$ cat src/tmw_pkg.sv
// Package: register map, field codes and timing constants of the 16-bit wave-mode timer
package tmw_pkg;
    localparam logic [11:0] ADDR_CTRL = 12'h000;
    localparam logic [11:0] ADDR_COUNT = 12'h004;
    localparam logic [11:0] ADDR_CMP_A = 12'h008;
    localparam logic [11:0] ADDR_CMP_B = 12'h00C;
    localparam logic [11:0] ADDR_CAPT = 12'h010;
    localparam logic [11:0] ADDR_FLAGS = 12'h014;
    localparam logic [11:0] ADDR_PINS = 12'h018;
    // CTRL fields
    localparam int CTRL_MODE_LSB = 0;
    localparam int CTRL_ACT_A_LSB = 4;
    localparam int CTRL_ACT_B_LSB = 6;
    localparam int CTRL_PRE_LSB = 8;
    localparam int CTRL_DIR_A_BIT = 12;
    localparam int CTRL_DIR_B_BIT = 13;
    // FLAGS bits, write one to clear
    localparam int FLAG_OVF_BIT = 0;
    localparam int FLAG_CMPA_BIT = 1;
    localparam int FLAG_CMPB_BIT = 2;
    localparam int FLAG_CAPT_BIT = 3;
    localparam logic [31:0] CTRL_RESET = 32'h0000_0000;
    localparam logic [15:0] COUNT_MAX = 16'hFFFF;
    localparam logic [15:0] COUNT_BOTTOM = 16'h0000;
    localparam logic [15:0] TOP_8BIT = 16'h00FF;
    localparam logic [15:0] TOP_9BIT = 16'h01FF;
    localparam logic [15:0] TOP_10BIT = 16'h03FF;
    // Prescale divide factors
    localparam logic [10:0] DIV_8 = 11'h008;
    localparam logic [10:0] DIV_64 = 11'h040;
    localparam logic [10:0] DIV_256 = 11'h100;
    localparam logic [10:0] DIV_1024 = 11'h400;

    typedef enum logic [3:0] {
        TMW_NORMAL = 4'h0,
        TMW_CTC_A = 4'h4,
        TMW_FPWM_8 = 4'h5,
        TMW_FPWM_9 = 4'h6,
        TMW_FPWM_10 = 4'h7,
        TMW_CTC_CAPT = 4'hC,
        TMW_FPWM_CAPT = 4'hE,
        TMW_FPWM_A = 4'hF
    } tmw_mode_t;

    typedef enum logic [1:0] {
        ACT_NONE = 2'h0,
        ACT_TOGGLE = 2'h1,
        ACT_CLEAR = 2'h2,
        ACT_SET = 2'h3
    } tmw_act_t;

    // Prescaler select codes: 0 stops the timer clock
    typedef enum logic [2:0] {
        PRE_STOP = 3'h0,
        PRE_1 = 3'h1,
        PRE_8 = 3'h2,
        PRE_64 = 3'h3,
        PRE_256 = 3'h4,
        PRE_1024 = 3'h5
    } tmw_pre_t;

    typedef struct packed {
        logic dir_b;
        logic dir_a;
        logic rsvd;
        logic [2:0] pre;
        logic [1:0] act_b;
        logic [1:0] act_a;
        logic [3:0] mode;
    } tmw_ctrl_t;

    typedef struct packed {
        logic capt;
        logic cmp_b;
        logic cmp_a;
        logic ovf;
    } tmw_flags_t;
endpackage : tmw_pkg

$ cat src/tmw_timer.sv
// Top: 16-bit timer with normal, clear-on-match and fast PWM modes behind APB
// Behaviour
// (RQ1) Counting follows wave_mode_sel only; out_action_sel affects only outputs.
// (RQ2) Mode 0 counts up forever, wrapping 0xFFFF to 0x0000.
// (RQ3) Normal mode sets overflow_flag as count becomes zero; hardware never clears it.
// (RQ4) Normal mode accepts a count write at any time.
// (RQ5) Clear-on-match clears count at compare A (mode 4) or capture (mode 12).
// (RQ6) Clear-on-match top is unbuffered; a low top means wrap through 0xFFFF first.
// (RQ7) Clear-on-match, action 1 toggles wave_out_a on every match.
// (RQ8) Wave output reaches pin only when its direction bit is 1.
// (RQ9) Timer clock is pclk divided by 1, 8, 64, 256 or 1024.
// (RQ10) Clear-on-match sets overflow_flag when count passes max to 0x0000.
// (RQ11) Fast PWM counts zero to top, clears next; modes 5-7 top 0xFF/0x1FF/0x3FF.
// (RQ12) Fast PWM mode 14 tops at capture, mode 15 at compare A.
// (RQ13) Non-inverting clears on match and sets at bottom; inverting is reversed.
// (RQ14) Fast PWM sets overflow at top, plus the flag of the top register.
// (RQ15) Fixed top masks compare write bits above the resolution.
// (RQ16) Fast PWM buffers compare A writes, loading them at top.
// (RQ17) Fast PWM capture top is unbuffered; low value means wrap first.
// (RQ18) Compare 0 gives a spike per period; compare equal top gives a constant level.
// (RQ19) Fast PWM action 1 toggles output A only in mode 15.
// (RQ20) Software keeps a register top at 0x0003 or more.
// (RQ21) Software keeps top at or above every compare value.
// (RQ22) Compare match sets its flag on the next timer clock.
// (RQ23) Reset clears each internal wave output state to 0.
// (RQ24) Action 0 leaves output state alone and returns pin to port function.
// (RQ25) Fast PWM action 2 is non-inverting, action 3 inverting.
// (RQ26) Counter and outputs advance only on prescaler enables.
//
// Design decisions made here: the APB interface to the registers and the placing of the registers.
`timescale 1ns/1ps
module tmw_timer
    import tmw_pkg::*;
(
    input wire logic pclk,
    input wire logic presetn,
    input wire logic psel,
    input wire logic penable,
    input wire logic pwrite,
    input wire logic [11:0] paddr,
    input wire logic [31:0] pwdata,
    output logic [31:0] prdata,
    output logic pready,
    output logic pslverr,
    input wire logic port_a,
    input wire logic port_b,
    output logic pin_a,
    output logic pin_a_oe,
    output logic pin_b,
    output logic pin_b_oe,
    output logic wave_out_a,
    output logic wave_out_b
);
    tmw_ctrl_t ctrl_reg;
    tmw_flags_t flags_reg;
    logic [15:0] count_value_reg;
    logic [15:0] compare_a_value_reg;
    logic [15:0] compare_a_buf_reg;
    logic [15:0] compare_b_value_reg;
    logic [15:0] compare_b_buf_reg;
    logic [15:0] capture_value_reg;
    logic [10:0] pre_cnt_reg;
    logic match_a_reg;
    logic match_b_reg;
    logic block_reg;
    logic wave_a_reg;
    logic wave_b_reg;

    // APB decode
    wire logic acc = psel && penable;
    wire logic wr = acc && pwrite;
    wire logic hit_ctrl = paddr == ADDR_CTRL;
    wire logic hit_count = paddr == ADDR_COUNT;
    wire logic hit_cmp_a = paddr == ADDR_CMP_A;
    wire logic hit_cmp_b = paddr == ADDR_CMP_B;
    wire logic hit_capt = paddr == ADDR_CAPT;
    wire logic hit_flags = paddr == ADDR_FLAGS;
    wire logic hit_pins = paddr == ADDR_PINS;
    wire logic mapped = hit_ctrl | hit_count | hit_cmp_a | hit_cmp_b | hit_capt
                        | hit_flags | hit_pins;
    assign pready = 1'b1;
    assign pslverr = acc && !mapped;

    // Mode decode
    wire logic [3:0] wave_mode_sel = ctrl_reg.mode;
    wire logic [1:0] out_action_sel_a = ctrl_reg.act_a;
    wire logic [1:0] out_action_sel_b = ctrl_reg.act_b;
    wire logic is_ctc = wave_mode_sel == TMW_CTC_A || wave_mode_sel == TMW_CTC_CAPT;
    wire logic is_fpwm = wave_mode_sel == TMW_FPWM_8 || wave_mode_sel == TMW_FPWM_9
                         || wave_mode_sel == TMW_FPWM_10 || wave_mode_sel == TMW_FPWM_CAPT
                         || wave_mode_sel == TMW_FPWM_A;
    wire logic top_is_a = wave_mode_sel == TMW_CTC_A || wave_mode_sel == TMW_FPWM_A;
    wire logic top_is_capt = wave_mode_sel == TMW_CTC_CAPT || wave_mode_sel == TMW_FPWM_CAPT;
    wire logic fixed_top = wave_mode_sel == TMW_FPWM_8 || wave_mode_sel == TMW_FPWM_9
                           || wave_mode_sel == TMW_FPWM_10;

    // Top value selection
    wire logic [15:0] top_value =
        (wave_mode_sel == TMW_FPWM_8) ? TOP_8BIT :  // RQ11
        (wave_mode_sel == TMW_FPWM_9) ? TOP_9BIT :
        (wave_mode_sel == TMW_FPWM_10) ? TOP_10BIT :
        top_is_capt ? capture_value_reg :  // RQ5 RQ12
        top_is_a ? compare_a_value_reg : COUNT_MAX;  // RQ2
    wire logic [15:0] res_mask = fixed_top ? top_value : COUNT_MAX;

    // Prescaler: one-cycle enable per timer clock
    logic [10:0] div_sel;
    always_comb begin
        unique case (tmw_pre_t'(ctrl_reg.pre))
            PRE_8: div_sel = DIV_8;
            PRE_64: div_sel = DIV_64;
            PRE_256: div_sel = DIV_256;
            PRE_1024: div_sel = DIV_1024;
            default: div_sel = 11'h001;
        endcase
    end
    wire logic run = ctrl_reg.pre != PRE_STOP && ctrl_reg.pre <= PRE_1024;
    wire logic tick = run && (pre_cnt_reg >= div_sel - 11'h001);  // RQ9 RQ26

    always_ff @(posedge pclk or negedge presetn) begin
        if (!presetn) begin
            pre_cnt_reg <= 11'h000;
        end else if (!run || tick) begin
            pre_cnt_reg <= 11'h000;
        end else begin
            pre_cnt_reg <= pre_cnt_reg + 11'h001;
        end
    end

    // Counter; a clear-on-match top below the count is missed and the count wraps
    wire logic at_top = count_value_reg == top_value;
    wire logic at_max = count_value_reg == COUNT_MAX;
    wire logic clear_now = (is_ctc || is_fpwm) && at_top && !block_reg;  // RQ5 RQ6 RQ17
    wire logic [15:0] count_next = clear_now ? COUNT_BOTTOM
                                             : count_value_reg + 16'h0001;  // RQ1 RQ2
    // Compare registers are live in normal and clear-on-match, buffered in PWM
    wire logic [15:0] cmp_a_eff = is_fpwm ? compare_a_value_reg : compare_a_value_reg;
    wire logic eq_a = count_value_reg == compare_a_value_reg && !block_reg;  // RQ21
    wire logic eq_b = count_value_reg == compare_b_value_reg && !block_reg;
    wire logic cnt_wr = wr && hit_count;

    always_ff @(posedge pclk or negedge presetn) begin
        if (!presetn) begin
            count_value_reg <= COUNT_BOTTOM;
            block_reg <= 1'b0;
        end else if (cnt_wr) begin
            count_value_reg <= pwdata[15:0];  // RQ4
            block_reg <= 1'b1;
        end else if (tick) begin
            count_value_reg <= count_next;  // RQ26
            block_reg <= 1'b0;
        end
    end

    // Compare match pulses feed the flags one timer clock later
    always_ff @(posedge pclk or negedge presetn) begin
        if (!presetn) begin
            match_a_reg <= 1'b0;
            match_b_reg <= 1'b0;
        end else if (tick) begin
            match_a_reg <= eq_a;  // RQ22
            match_b_reg <= eq_b;
        end
    end

    // Flag events: overflow on wrap to zero or at PWM top
    // Outside PWM only the pass from max counts; a clear at a lower top is no overflow
    wire logic ovf_ev = tick && (is_fpwm ? at_top && !block_reg : at_max);  // RQ3 RQ10 RQ14
    wire logic capt_ev = tick && wave_mode_sel == TMW_FPWM_CAPT && at_top && !block_reg;  // RQ14
    wire logic top_a_pwm = wave_mode_sel == TMW_FPWM_A;
    wire logic cmpa_ev = tick && (top_a_pwm ? at_top && !block_reg : match_a_reg);  // RQ14 RQ22
    wire logic cmpb_ev = tick && match_b_reg;
    wire logic [3:0] flag_clr = (wr && hit_flags) ? pwdata[3:0] : 4'h0;
    wire logic [3:0] flag_set = {capt_ev, cmpb_ev, cmpa_ev, ovf_ev};

    always_ff @(posedge pclk or negedge presetn) begin
        if (!presetn) begin
            flags_reg <= '0;
        end else begin
            // Set wins over a same-cycle clear
            flags_reg <= (flags_reg & ~flag_clr) | flag_set;  // RQ3
        end
    end

    // Compare writes: direct outside PWM, buffered and loaded at top in PWM
    wire logic [15:0] wdata_masked = pwdata[15:0] & res_mask;  // RQ15
    wire logic load_top = tick && is_fpwm && at_top && !block_reg;  // RQ16

    always_ff @(posedge pclk or negedge presetn) begin
        if (!presetn) begin
            compare_a_value_reg <= COUNT_BOTTOM;
            compare_a_buf_reg <= COUNT_BOTTOM;
            compare_b_value_reg <= COUNT_BOTTOM;
            compare_b_buf_reg <= COUNT_BOTTOM;
            capture_value_reg <= COUNT_BOTTOM;
        end else begin
            if (wr && hit_cmp_a) begin
                compare_a_buf_reg <= wdata_masked;
            end
            if (wr && hit_cmp_b) begin
                compare_b_buf_reg <= wdata_masked;
            end
            if (wr && hit_cmp_a && !is_fpwm) begin
                compare_a_value_reg <= wdata_masked;  // RQ6
            end else if (load_top) begin
                compare_a_value_reg <= compare_a_buf_reg;  // RQ16
            end
            if (wr && hit_cmp_b && !is_fpwm) begin
                compare_b_value_reg <= wdata_masked;
            end else if (load_top) begin
                compare_b_value_reg <= compare_b_buf_reg;
            end
            if (wr && hit_capt) begin
                capture_value_reg <= pwdata[15:0];  // RQ17
            end
        end
    end

    // Waveform output state
    function automatic logic wave_next(input logic cur, input logic [1:0] act,
                                       input logic eq, input logic bottom,
                                       input logic pwm, input logic tog_ok);
        logic nxt;
        nxt = cur;
        if (pwm) begin
            if (act == ACT_TOGGLE) begin
                if (tog_ok && eq) nxt = !cur;  // RQ19
            end else if (act != ACT_NONE) begin
                // A bottom edge meeting a match is resolved by the caller
                if (eq) nxt = (act == ACT_SET);  // RQ13 RQ25 RQ18
                else if (bottom) nxt = (act == ACT_CLEAR);
            end
        end else if (eq) begin
            unique case (tmw_act_t'(act))
                ACT_TOGGLE: nxt = !cur;  // RQ7
                ACT_CLEAR: nxt = 1'b0;
                ACT_SET: nxt = 1'b1;
                ACT_NONE: nxt = cur;  // RQ24
            endcase
        end
        return nxt;
    endfunction : wave_next

    // Compare equal to top matches on the top tick, so the bottom edge overrides it
    wire logic bottom_ev = load_top;
    wire logic na = wave_next(wave_a_reg, out_action_sel_a, eq_a, bottom_ev, is_fpwm,
                              wave_mode_sel == TMW_FPWM_A);
    wire logic nb = wave_next(wave_b_reg, out_action_sel_b, eq_b, bottom_ev, is_fpwm, 1'b0);
    wire logic na_fix = (is_fpwm && bottom_ev && out_action_sel_a[1])
                        ? !out_action_sel_a[0] : na;  // RQ18
    wire logic nb_fix = (is_fpwm && bottom_ev && out_action_sel_b[1])
                        ? !out_action_sel_b[0] : nb;

    always_ff @(posedge pclk or negedge presetn) begin
        if (!presetn) begin
            wave_a_reg <= 1'b0;  // RQ23
            wave_b_reg <= 1'b0;
        end else if (tick) begin
            wave_a_reg <= na_fix;  // RQ26
            wave_b_reg <= nb_fix;
        end
    end

    assign wave_out_a = wave_a_reg;
    assign wave_out_b = wave_b_reg;
    // Pin override: direction bit gates visibility, action 0 gives back the port
    assign pin_a = (out_action_sel_a != ACT_NONE) ? wave_a_reg : port_a;  // RQ24
    assign pin_b = (out_action_sel_b != ACT_NONE) ? wave_b_reg : port_b;
    assign pin_a_oe = ctrl_reg.dir_a;  // RQ8
    assign pin_b_oe = ctrl_reg.dir_b;

    always_ff @(posedge pclk or negedge presetn) begin
        if (!presetn) begin
            ctrl_reg <= tmw_ctrl_t'(CTRL_RESET[13:0]);
        end else if (wr && hit_ctrl) begin
            ctrl_reg <= tmw_ctrl_t'(pwdata[13:0]);  // RQ1
        end
    end

    // Read mux
    wire logic [31:0] rd_mux =
        hit_ctrl ? {18'h00000, ctrl_reg} :
        hit_count ? {16'h0000, count_value_reg} :
        hit_cmp_a ? {16'h0000, (is_fpwm ? compare_a_buf_reg : cmp_a_eff)} :
        hit_cmp_b ? {16'h0000, (is_fpwm ? compare_b_buf_reg : compare_b_value_reg)} :
        hit_capt ? {16'h0000, capture_value_reg} :
        hit_flags ? {28'h0000000, flags_reg} :
        hit_pins ? {28'h0000000, pin_b_oe, pin_a_oe, wave_b_reg, wave_a_reg} : 32'h0000_0000;

    always_ff @(posedge pclk or negedge presetn) begin
        if (!presetn) begin
            prdata <= 32'h0000_0000;
        end else if (psel && !penable && !pwrite) begin
            prdata <= rd_mux;
        end
    end
endmodule : tmw_timer

$ cat config.mk
export PLATFORM = sky130hd
export DESIGN_NAME = tmw_timer
export DESIGN_NICKNAME = d
export VERILOG_FILES = /design/src/tmw_pkg.sv /design/src/tmw_timer.sv
export SDC_FILE = /design/constraint.sdc
export NUM_CORES = 1
export LEC_CHECK = 0
export ABC_AREA = 1
export BUFFER_PORTS_ARGS = -buffer_cell sky130_fd_sc_hd__buf_2
export CORE_AREA = 4 4 134 136
export CTS_CLUSTER_SIZE = 12
export DETAILED_ROUTE_END_ITERATION = 10
export DIE_AREA = 0 0 138 140
export PLACE_DENSITY = 0.74
export SLEW_MARGIN = 10
export SYNTH_ARGS = -nofsm -noshare
export SYNTH_HDL_FRONTEND = slang
export SYNTH_SLANG_ARGS = --single-unit
$ cat constraint.sdc
create_clock -name pclk -period 3.9 [get_ports pclk]
set_input_delay 0.39 -clock pclk [delete_from_list [all_inputs] [get_ports pclk]]
set_output_delay 0.39 -clock pclk [all_outputs]
set_load 0.01 [all_outputs]
==> results_dict.tcl, run 1 <==
set metrics [dict create \
    instances_no_fill 1561 \
    synth_top_family_by_area "simple AND/OR/NAND/NOR gates" \
    whs_ps 19.71 \
    avgSynthCellArea_sq_um 7.085 \
    synth_most_common_cell "nand2_1" \
    cp-start-kind "register" \
    diodes 0 \
    final_nets 1392 \
    dominantRegCellSynth "dfrtp_1" \
    power.leakage_nw 4.996 \
    cts_inserted_buffers 17 \
    place_ws_ps 357.0 \
    synth-compound-area-share_pct 18.09 \
    r2r_start "ctrl_reg[9]" \
    ant_nets 0 \
    wl_per_cell_um 18.27 \
    synth.area.mux_share_pct 0.1101 \
    grt_pass1_vias 8216 \
    syn_inst 1283 \
    fp.coreArea_sq_mm 0.01694 \
    r2r_cells 16 \
    synthSimpleGateAreaFrac_pct 27.13 \
    boundaryPins 91 \
    cts_max_path_buffers 2 \
    power.total_mw 3.442 \
    synth_commonest_cells "380 x nand2_1, 153 x o21ai_0, 146 x dfrtp_1" \
    clk_pin_slew_worst_paths_ps 60 \
    fillers 1628 \
    tns_ps 0 \
    multi_input_area_sq_mm 0.004594 \
    netlist_area_sq_mm 0.009090 \
    rsz0062_at_grt "no" \
    synth_top_area_share_pct 40.19 \
    synthXorXnorAreaFrac_pct 2.120 \
    regArea_sq_mm 0.003654 \
    synth.largest_area_cell "dfrtp_1" \
    async_flop_share_pct 100.0 \
    ys_ff_latch 146 \
    die_w_um 138 \
    fmax_mhz 292.6 \
    clock-root-buffer "clkbuf_16" \
    clk_latency_ps 430 \
    gp_congestion 1.016 \
    critPathMaxStageDelay_ps 460 \
    antenna_found_initial 0 \
    drc 0 \
    vias 9035 \
    crit_slowest_cell "dfrtp_1" \
    synthAdderAreaFrac_pct 2.202 \
    synth-edff-count 0 \
    end_kind "register" \
    htreeDepth 4 \
    grt_first_pass_wirelength_um 44650 \
    post_cts_buffers 0 \
    dr.pass1.iters 6 \
    drive_gt1_share_pct 9.656 \
    hold_viol_final 0 \
    placed_cell_area_sq_mm 0.009487 \
    design_area_sq_mm 0.01014 \
    top_usage_layer "met2" \
    clock_sinks 146 \
    p_per_area_mw_per_mm2 339.5 \
    grt_overflow_total 0 \
    synth_cell_types 45 \
    finalSetupViolations 0 \
    syn2layout_area_growth_pct 11.54 \
    path_class "register to register" \
    r2r_end "cmp_a_eff[6]" \
    drtIter0Drc 1090 \
    core.rowCount 48 \
    regToRegSetupSlack_ps 480 \
    ys_seq_area_share_pct 40.19 \
    die_h_um 140 \
    dieArea_sq_mm 0.01932 \
    routed_wl_um 28520 \
    avgViaCountPerCell 5.788 \
    cp.arrival_ps 3740 \
    yosys-top-cells-area "dfrtp_1 40%, nand2_1 16%, o21ai_0 8.4%" \
    finClkSkew_ps 10.98 \
    tightest_slew_ps 1032 \
    grt_use_total_pct 29.12 \
    max_slew_margin_pct 31.06 \
    cts_tree "built" \
    peakVddDrop_v 0.0002786 \
    dp.final_hpwl_um 20990 \
    use_met2_pct 43.17 \
    dp.cells 1530 \
    finalCriticalPeriod_ps 3418 \
    timing.max_cap.violations 0 \
    yosys_warnings 0 \
    fin_util_pct 59.86 \
    setup_ws_ps 482.4 \
    initial_utilization_pct 53.67 \
    gr-usage-met1_pct 41.56 \
    outcome "complete, no violations" \
    grt_max_degree 88 \
    slew_violations 0 \
    portBuffers 57 \
    cp_cell_sequence "inv_1 -> ha_1 -> a21oi_1 -> o21ai_0 -> ha_1 -> nand2_1 -> nor2_1 -> nand3_1 -> nand4_1 -> nand2_1 -> nor2_4 -> nand3_4 -> nand2_2 -> inv_2 -> o21ai_0 -> inv_1" \
    cp.required_ps 4220 \
    min_period_over_period_pct 87.63 \
    min_path_type "input port to asynchronous set/reset pin" \
    grtUsageMet3_pct 8.057 \
    cp_max_fo 17 \
]
## report_power, final
group | total [mW] | switching (mW) | internal (mW)
Sequential | 1.53 | 0.00498 | 1.52
Clock | 1.79 | 0.657 | 1.13
Combinational | 0.130 | 0.0987 | 0.0315
Total | 3.44 | 0.761 | 2.68
## layer usage
metal  vias up  routed length (um)
li1       4283                   -
met1      4181               11940
met2       506               12350
met3        65                3449
met4         0                 783
met5         -                   0
## cell families after synthesis
logic type | count (synthesis)
fa+ha+maj | 16
simple gates | 589
other cells | 2
flops | 146
mux | 1
compound gates | 291
xor+xnor | 22
buf+inv | 216
## cell type report
type,instances,share of cell area (%)
sequential,146,36.04
timing repair buffer,73,4.060
multi-input combinational,937,45.32
inverter,150,5.553
clock buffer,21,4.739
clock inverter,9,1.518
tap,225,2.777
## layout by cell type (no fill, tap or decap), types with 4 or more instances in the layout
cell type and n:
a221oi_1 12, inv_1 135, xor2_1 17, nor4_1 5, conb_1 17, o2111ai_1 5, o21ai_0 153, nor2_1 83
buf_2 56, nand4_1 15, o21ai_1 19, clkinv_1 7, nand2_2 5, nand3_1 66, and3_1 4, clkbuf_8 4
ha_1 16, dfrtp_1 146, xnor2_1 5, nand2_1 380, a21oi_1 44, o21bai_1 11, bufinv_16 4, buf_4 16
o22ai_1 22, nor3_1 15, clkbuf_16 17, o211ai_1 13, o221ai_1 5, inv_2 8
## how the worst max path moves through the flow
stage,start,to,slack [ps],cells after the start
after detailed placement,ctrl_reg[9],cmp_a_eff[6],360,16
after global placement,ctrl_reg[9],compare_b_value_reg[15],400,16
final,ctrl_reg[9],cmp_a_eff[6],480,16
after CTS,ctrl_reg[9],cmp_a_eff[6],340,16
after floorplan,ctrl_reg[9],count_value_reg[15],1060,15
after global routing,ctrl_reg[9],compare_b_value_reg[15],130,16
## repair_timing
item                                    in CTS  in global routing
endpoints found under the setup margin       0                  5
hold buffers                                 0                  0
resized for setup                            0                  2
## critical path: cells and delay by family (launching register included)
| family | cells | cell delay (ps) |
|---|---|---|
| flip-flops | 1 | 460 |
| AO/OA/AOI/OAI | 3 | 560 |
| buffers and inverters | 3 | 320 |
| AND/OR/NAND/NOR | 8 | 1240 |
| adder cells (fa/ha/maj) | 2 | 710 |
(Power assumes the default switching activity.)
==> run 2: changes to the inputs <==
--- a/config.mk
+++ b/config.mk
@@ -5,7 +5,6 @@
 export SDC_FILE = /design/constraint.sdc
 export NUM_CORES = 1
 export LEC_CHECK = 0
-export ABC_AREA = 1
 export BUFFER_PORTS_ARGS = -buffer_cell sky130_fd_sc_hd__buf_2
 export CORE_AREA = 4 4 134 136
 export CTS_CLUSTER_SIZE = 12
==> run 2 against run 1 <==
Sequential power increased by 3%. Synthesized cell count decreased by 19%. First-iteration DRC count decreased by 24%. Register-to-register slack got worse by 230 ps. Area after synthesis increased by 0.54%. Global-route usage decreased by 1.3 points. Largest cell class unchanged. Routed wire length decreased by 5.4%.
==> results_dict.tcl, run 2 <==
set metrics [dict create \
    synth-compound-area-share_pct 16.89 \
    boundaryPins 91 \
    cp-start-kind "register" \
    design_area_sq_mm 0.01017 \
    syn2layout_area_growth_pct 11.25 \
    grt_pass1_vias 7713 \
    drive_gt1_share_pct 16.40 \
    portBuffers 57 \
    cp.arrival_ps 3960 \
    routed_wl_um 26990 \
    async_flop_share_pct 100.0 \
    dp.final_hpwl_um 19240 \
    yosys-top-cells-area "dfrtp_1 40%, nand2_1 5.8%, mux2_2 4.9%" \
    cp_cell_sequence "buf_4 -> nor3_2 -> nand2_1 -> and4_1 -> nor4_1 -> nand4_1 -> nor3_2 -> buf_4 -> nand3_1 -> o32ai_1 -> nor2_1" \
    min_path_type "input port to asynchronous set/reset pin" \
    fmax_mhz 274.1 \
    dp.cells 1272 \
    cts_tree "built" \
    slew_violations 0 \
    top_usage_layer "met2" \
    drc 0 \
    hold_viol_final 0 \
    cp.required_ps 4210 \
    power.total_mw 3.442 \
    synthXorXnorAreaFrac_pct 4.888 \
    die_h_um 140 \
    fillers 1491 \
    crit_slowest_cell "dfrtp_1" \
    use_met2_pct 42.63 \
    cp_max_fo 21 \
    min_period_over_period_pct 93.55 \
    dr.pass1.iters 5 \
    avgSynthCellArea_sq_um 8.813 \
    clk_latency_ps 430 \
    grt_max_degree 96 \
    wl_per_cell_um 20.70 \
    final_nets 1133 \
    fin_util_pct 60.03 \
    outcome "complete, no violations" \
    clk_pin_slew_worst_paths_ps 60 \
    setup_ws_ps 251.5 \
    tns_ps 0 \
    initial_utilization_pct 53.96 \
    whs_ps 47.73 \
    fp.coreArea_sq_mm 0.01694 \
    ant_nets 0 \
    end_kind "register" \
    netlist_area_sq_mm 0.009139 \
    htreeDepth 4 \
    drtIter0Drc 826 \
    regToRegSetupSlack_ps 250 \
    dominantRegCellSynth "dfrtp_1" \
    gp_congestion 0.9870 \
    grtUsageMet3_pct 5.702 \
    ys_ff_latch 146 \
    power.leakage_nw 4.526 \
    place_ws_ps 218.8 \
    diodes 0 \
    clock-root-buffer "clkbuf_16" \
    synthAdderAreaFrac_pct 2.191 \
    synth_top_family_by_area "simple AND/OR/NAND/NOR gates" \
    yosys_warnings 0 \
    synth_most_common_cell "dfrtp_1" \
    antenna_found_initial 0 \
    avgViaCountPerCell 6.312 \
    cts_inserted_buffers 17 \
    final_cell_mix "146 x dfrtp_1, 142 x nand2_1, 90 x nor2_1" \
    gr-usage-met1_pct 39.31 \
    p_per_area_mw_per_mm2 338.5 \
    synth_top_area_share_pct 39.98 \
    rsz0062_at_grt "no" \
    path_class "register to register" \
    finClkSkew_ps 9.364 \
    multi_input_area_sq_mm 0.004990 \
    grt_use_total_pct 27.78 \
    postCtsHoldBufs 0 \
    cts_max_path_buffers 2 \
    grt_overflow_total 0 \
    instances_no_fill 1304 \
    synth-edff-count 0 \
    timing.max_cap.violations 0 \
    synthSimpleGateAreaFrac_pct 20.35 \
    dieArea_sq_mm 0.01932 \
    vias 8231 \
    synth.largest_area_cell "dfrtp_1" \
    critPathMaxStageDelay_ps 530 \
    syn_inst 1037 \
    placed_cell_area_sq_mm 0.009590 \
    finalSetupViolations 0 \
    peakVddDrop_v 0.0002559 \
    clock_sinks 146 \
    synth_commonest_cells "146 x dfrtp_1, 142 x nand2_1, 91 x nor2_1" \
    die_w_um 138 \
    regArea_sq_mm 0.003654 \
    max_slew_margin_pct 28.38 \
    tightest_slew_ps 1074 \
    synth_cell_types 72 \
    final_common_cell "dfrtp_1" \
    core.rowCount 48 \
    ys_seq_area_share_pct 39.98 \
    synth.area.mux_share_pct 9.091 \
    finalCriticalPeriod_ps 3648 \
    grt_first_pass_wirelength_um 42730 \
]
## run 2: cell types whose count changed after synthesis, moves of 40 or more
cell,previous run,this run
o21ai_0,153,42
nand2_1,380,142
mux2_2,0,40
inv_1,135,28
nand3_1,66,26
## run 2: final timing paths
| check | startpoint | end | cells past startpoint |
|---|---|---|---|
| worst min-delay path | presetn | out_action_sel_a[0] | 1 |
| worst min register to register | match_a_reg | match_a_reg | 2 |
| worst max-delay path | wave_mode_sel[0] | compare_b_value_reg[5] | 11 |
| worst max register to register | wave_mode_sel[0] | compare_b_value_reg[5] | 11 |
| min in group pclk | pwdata[7] | compare_b_buf_reg[7] | 3 |
| max in group asynchronous | presetn | compare_b_value_reg[0] | 2 |
## run 2: worst max-delay path: cells and delay by family (launching register included)
| family | cells | cell delay (ps) |
|---|---|---|
| AO/OA/AOI/OAI | 1 | 460 |
| flip-flops | 1 | 530 |
| buffers and inverters | 2 | 480 |
| AND/OR/NAND/NOR | 8 | 2040 |
## run 2: final cells by class
type                       instances  area share [%]
multi-input combinational        785           49.08
sequential                       146           35.93
timing repair buffer              88           5.525
clock buffer                      21           4.627
tap                              225           2.769
clock inverter                    11           1.034
inverter                          28           1.034
## run 2: what timing repair did
item                       CTS  global route
setup endpoints to repair    0             9
resized for setup            0             1
setup buffers                0             0
## run 2: power breakdown
| group | switching [mW] | internal, mW |
|---|---|---|
| Clock | 0.669 | 0.928 |
| Combinational | 0.171 | 0.0902 |
| Sequential | 0.0342 | 1.55 |
## run 2: kinds of logic (layout without fill, tap and decap cells)
| kind of cell | count (synthesis) | count (layout) |
|---|---|---|
| flops | 146 | 146 |
| xor+xnor | 51 | 51 |
| mux | 78 | 78 |
| simple gates | 385 | 385 |
| compound gates | 238 | 238 |
| buf+inv | 121 | 148 |
| fa+ha+maj | 16 | 16 |
| other cells | 2 | 17 |
## run 2: layer usage
metal,up-vias,part of all wire [%]
met5,-,0
met4,0,3.0
met3,63,11
met2,427,46
met1,3984,41
li1,3757,-
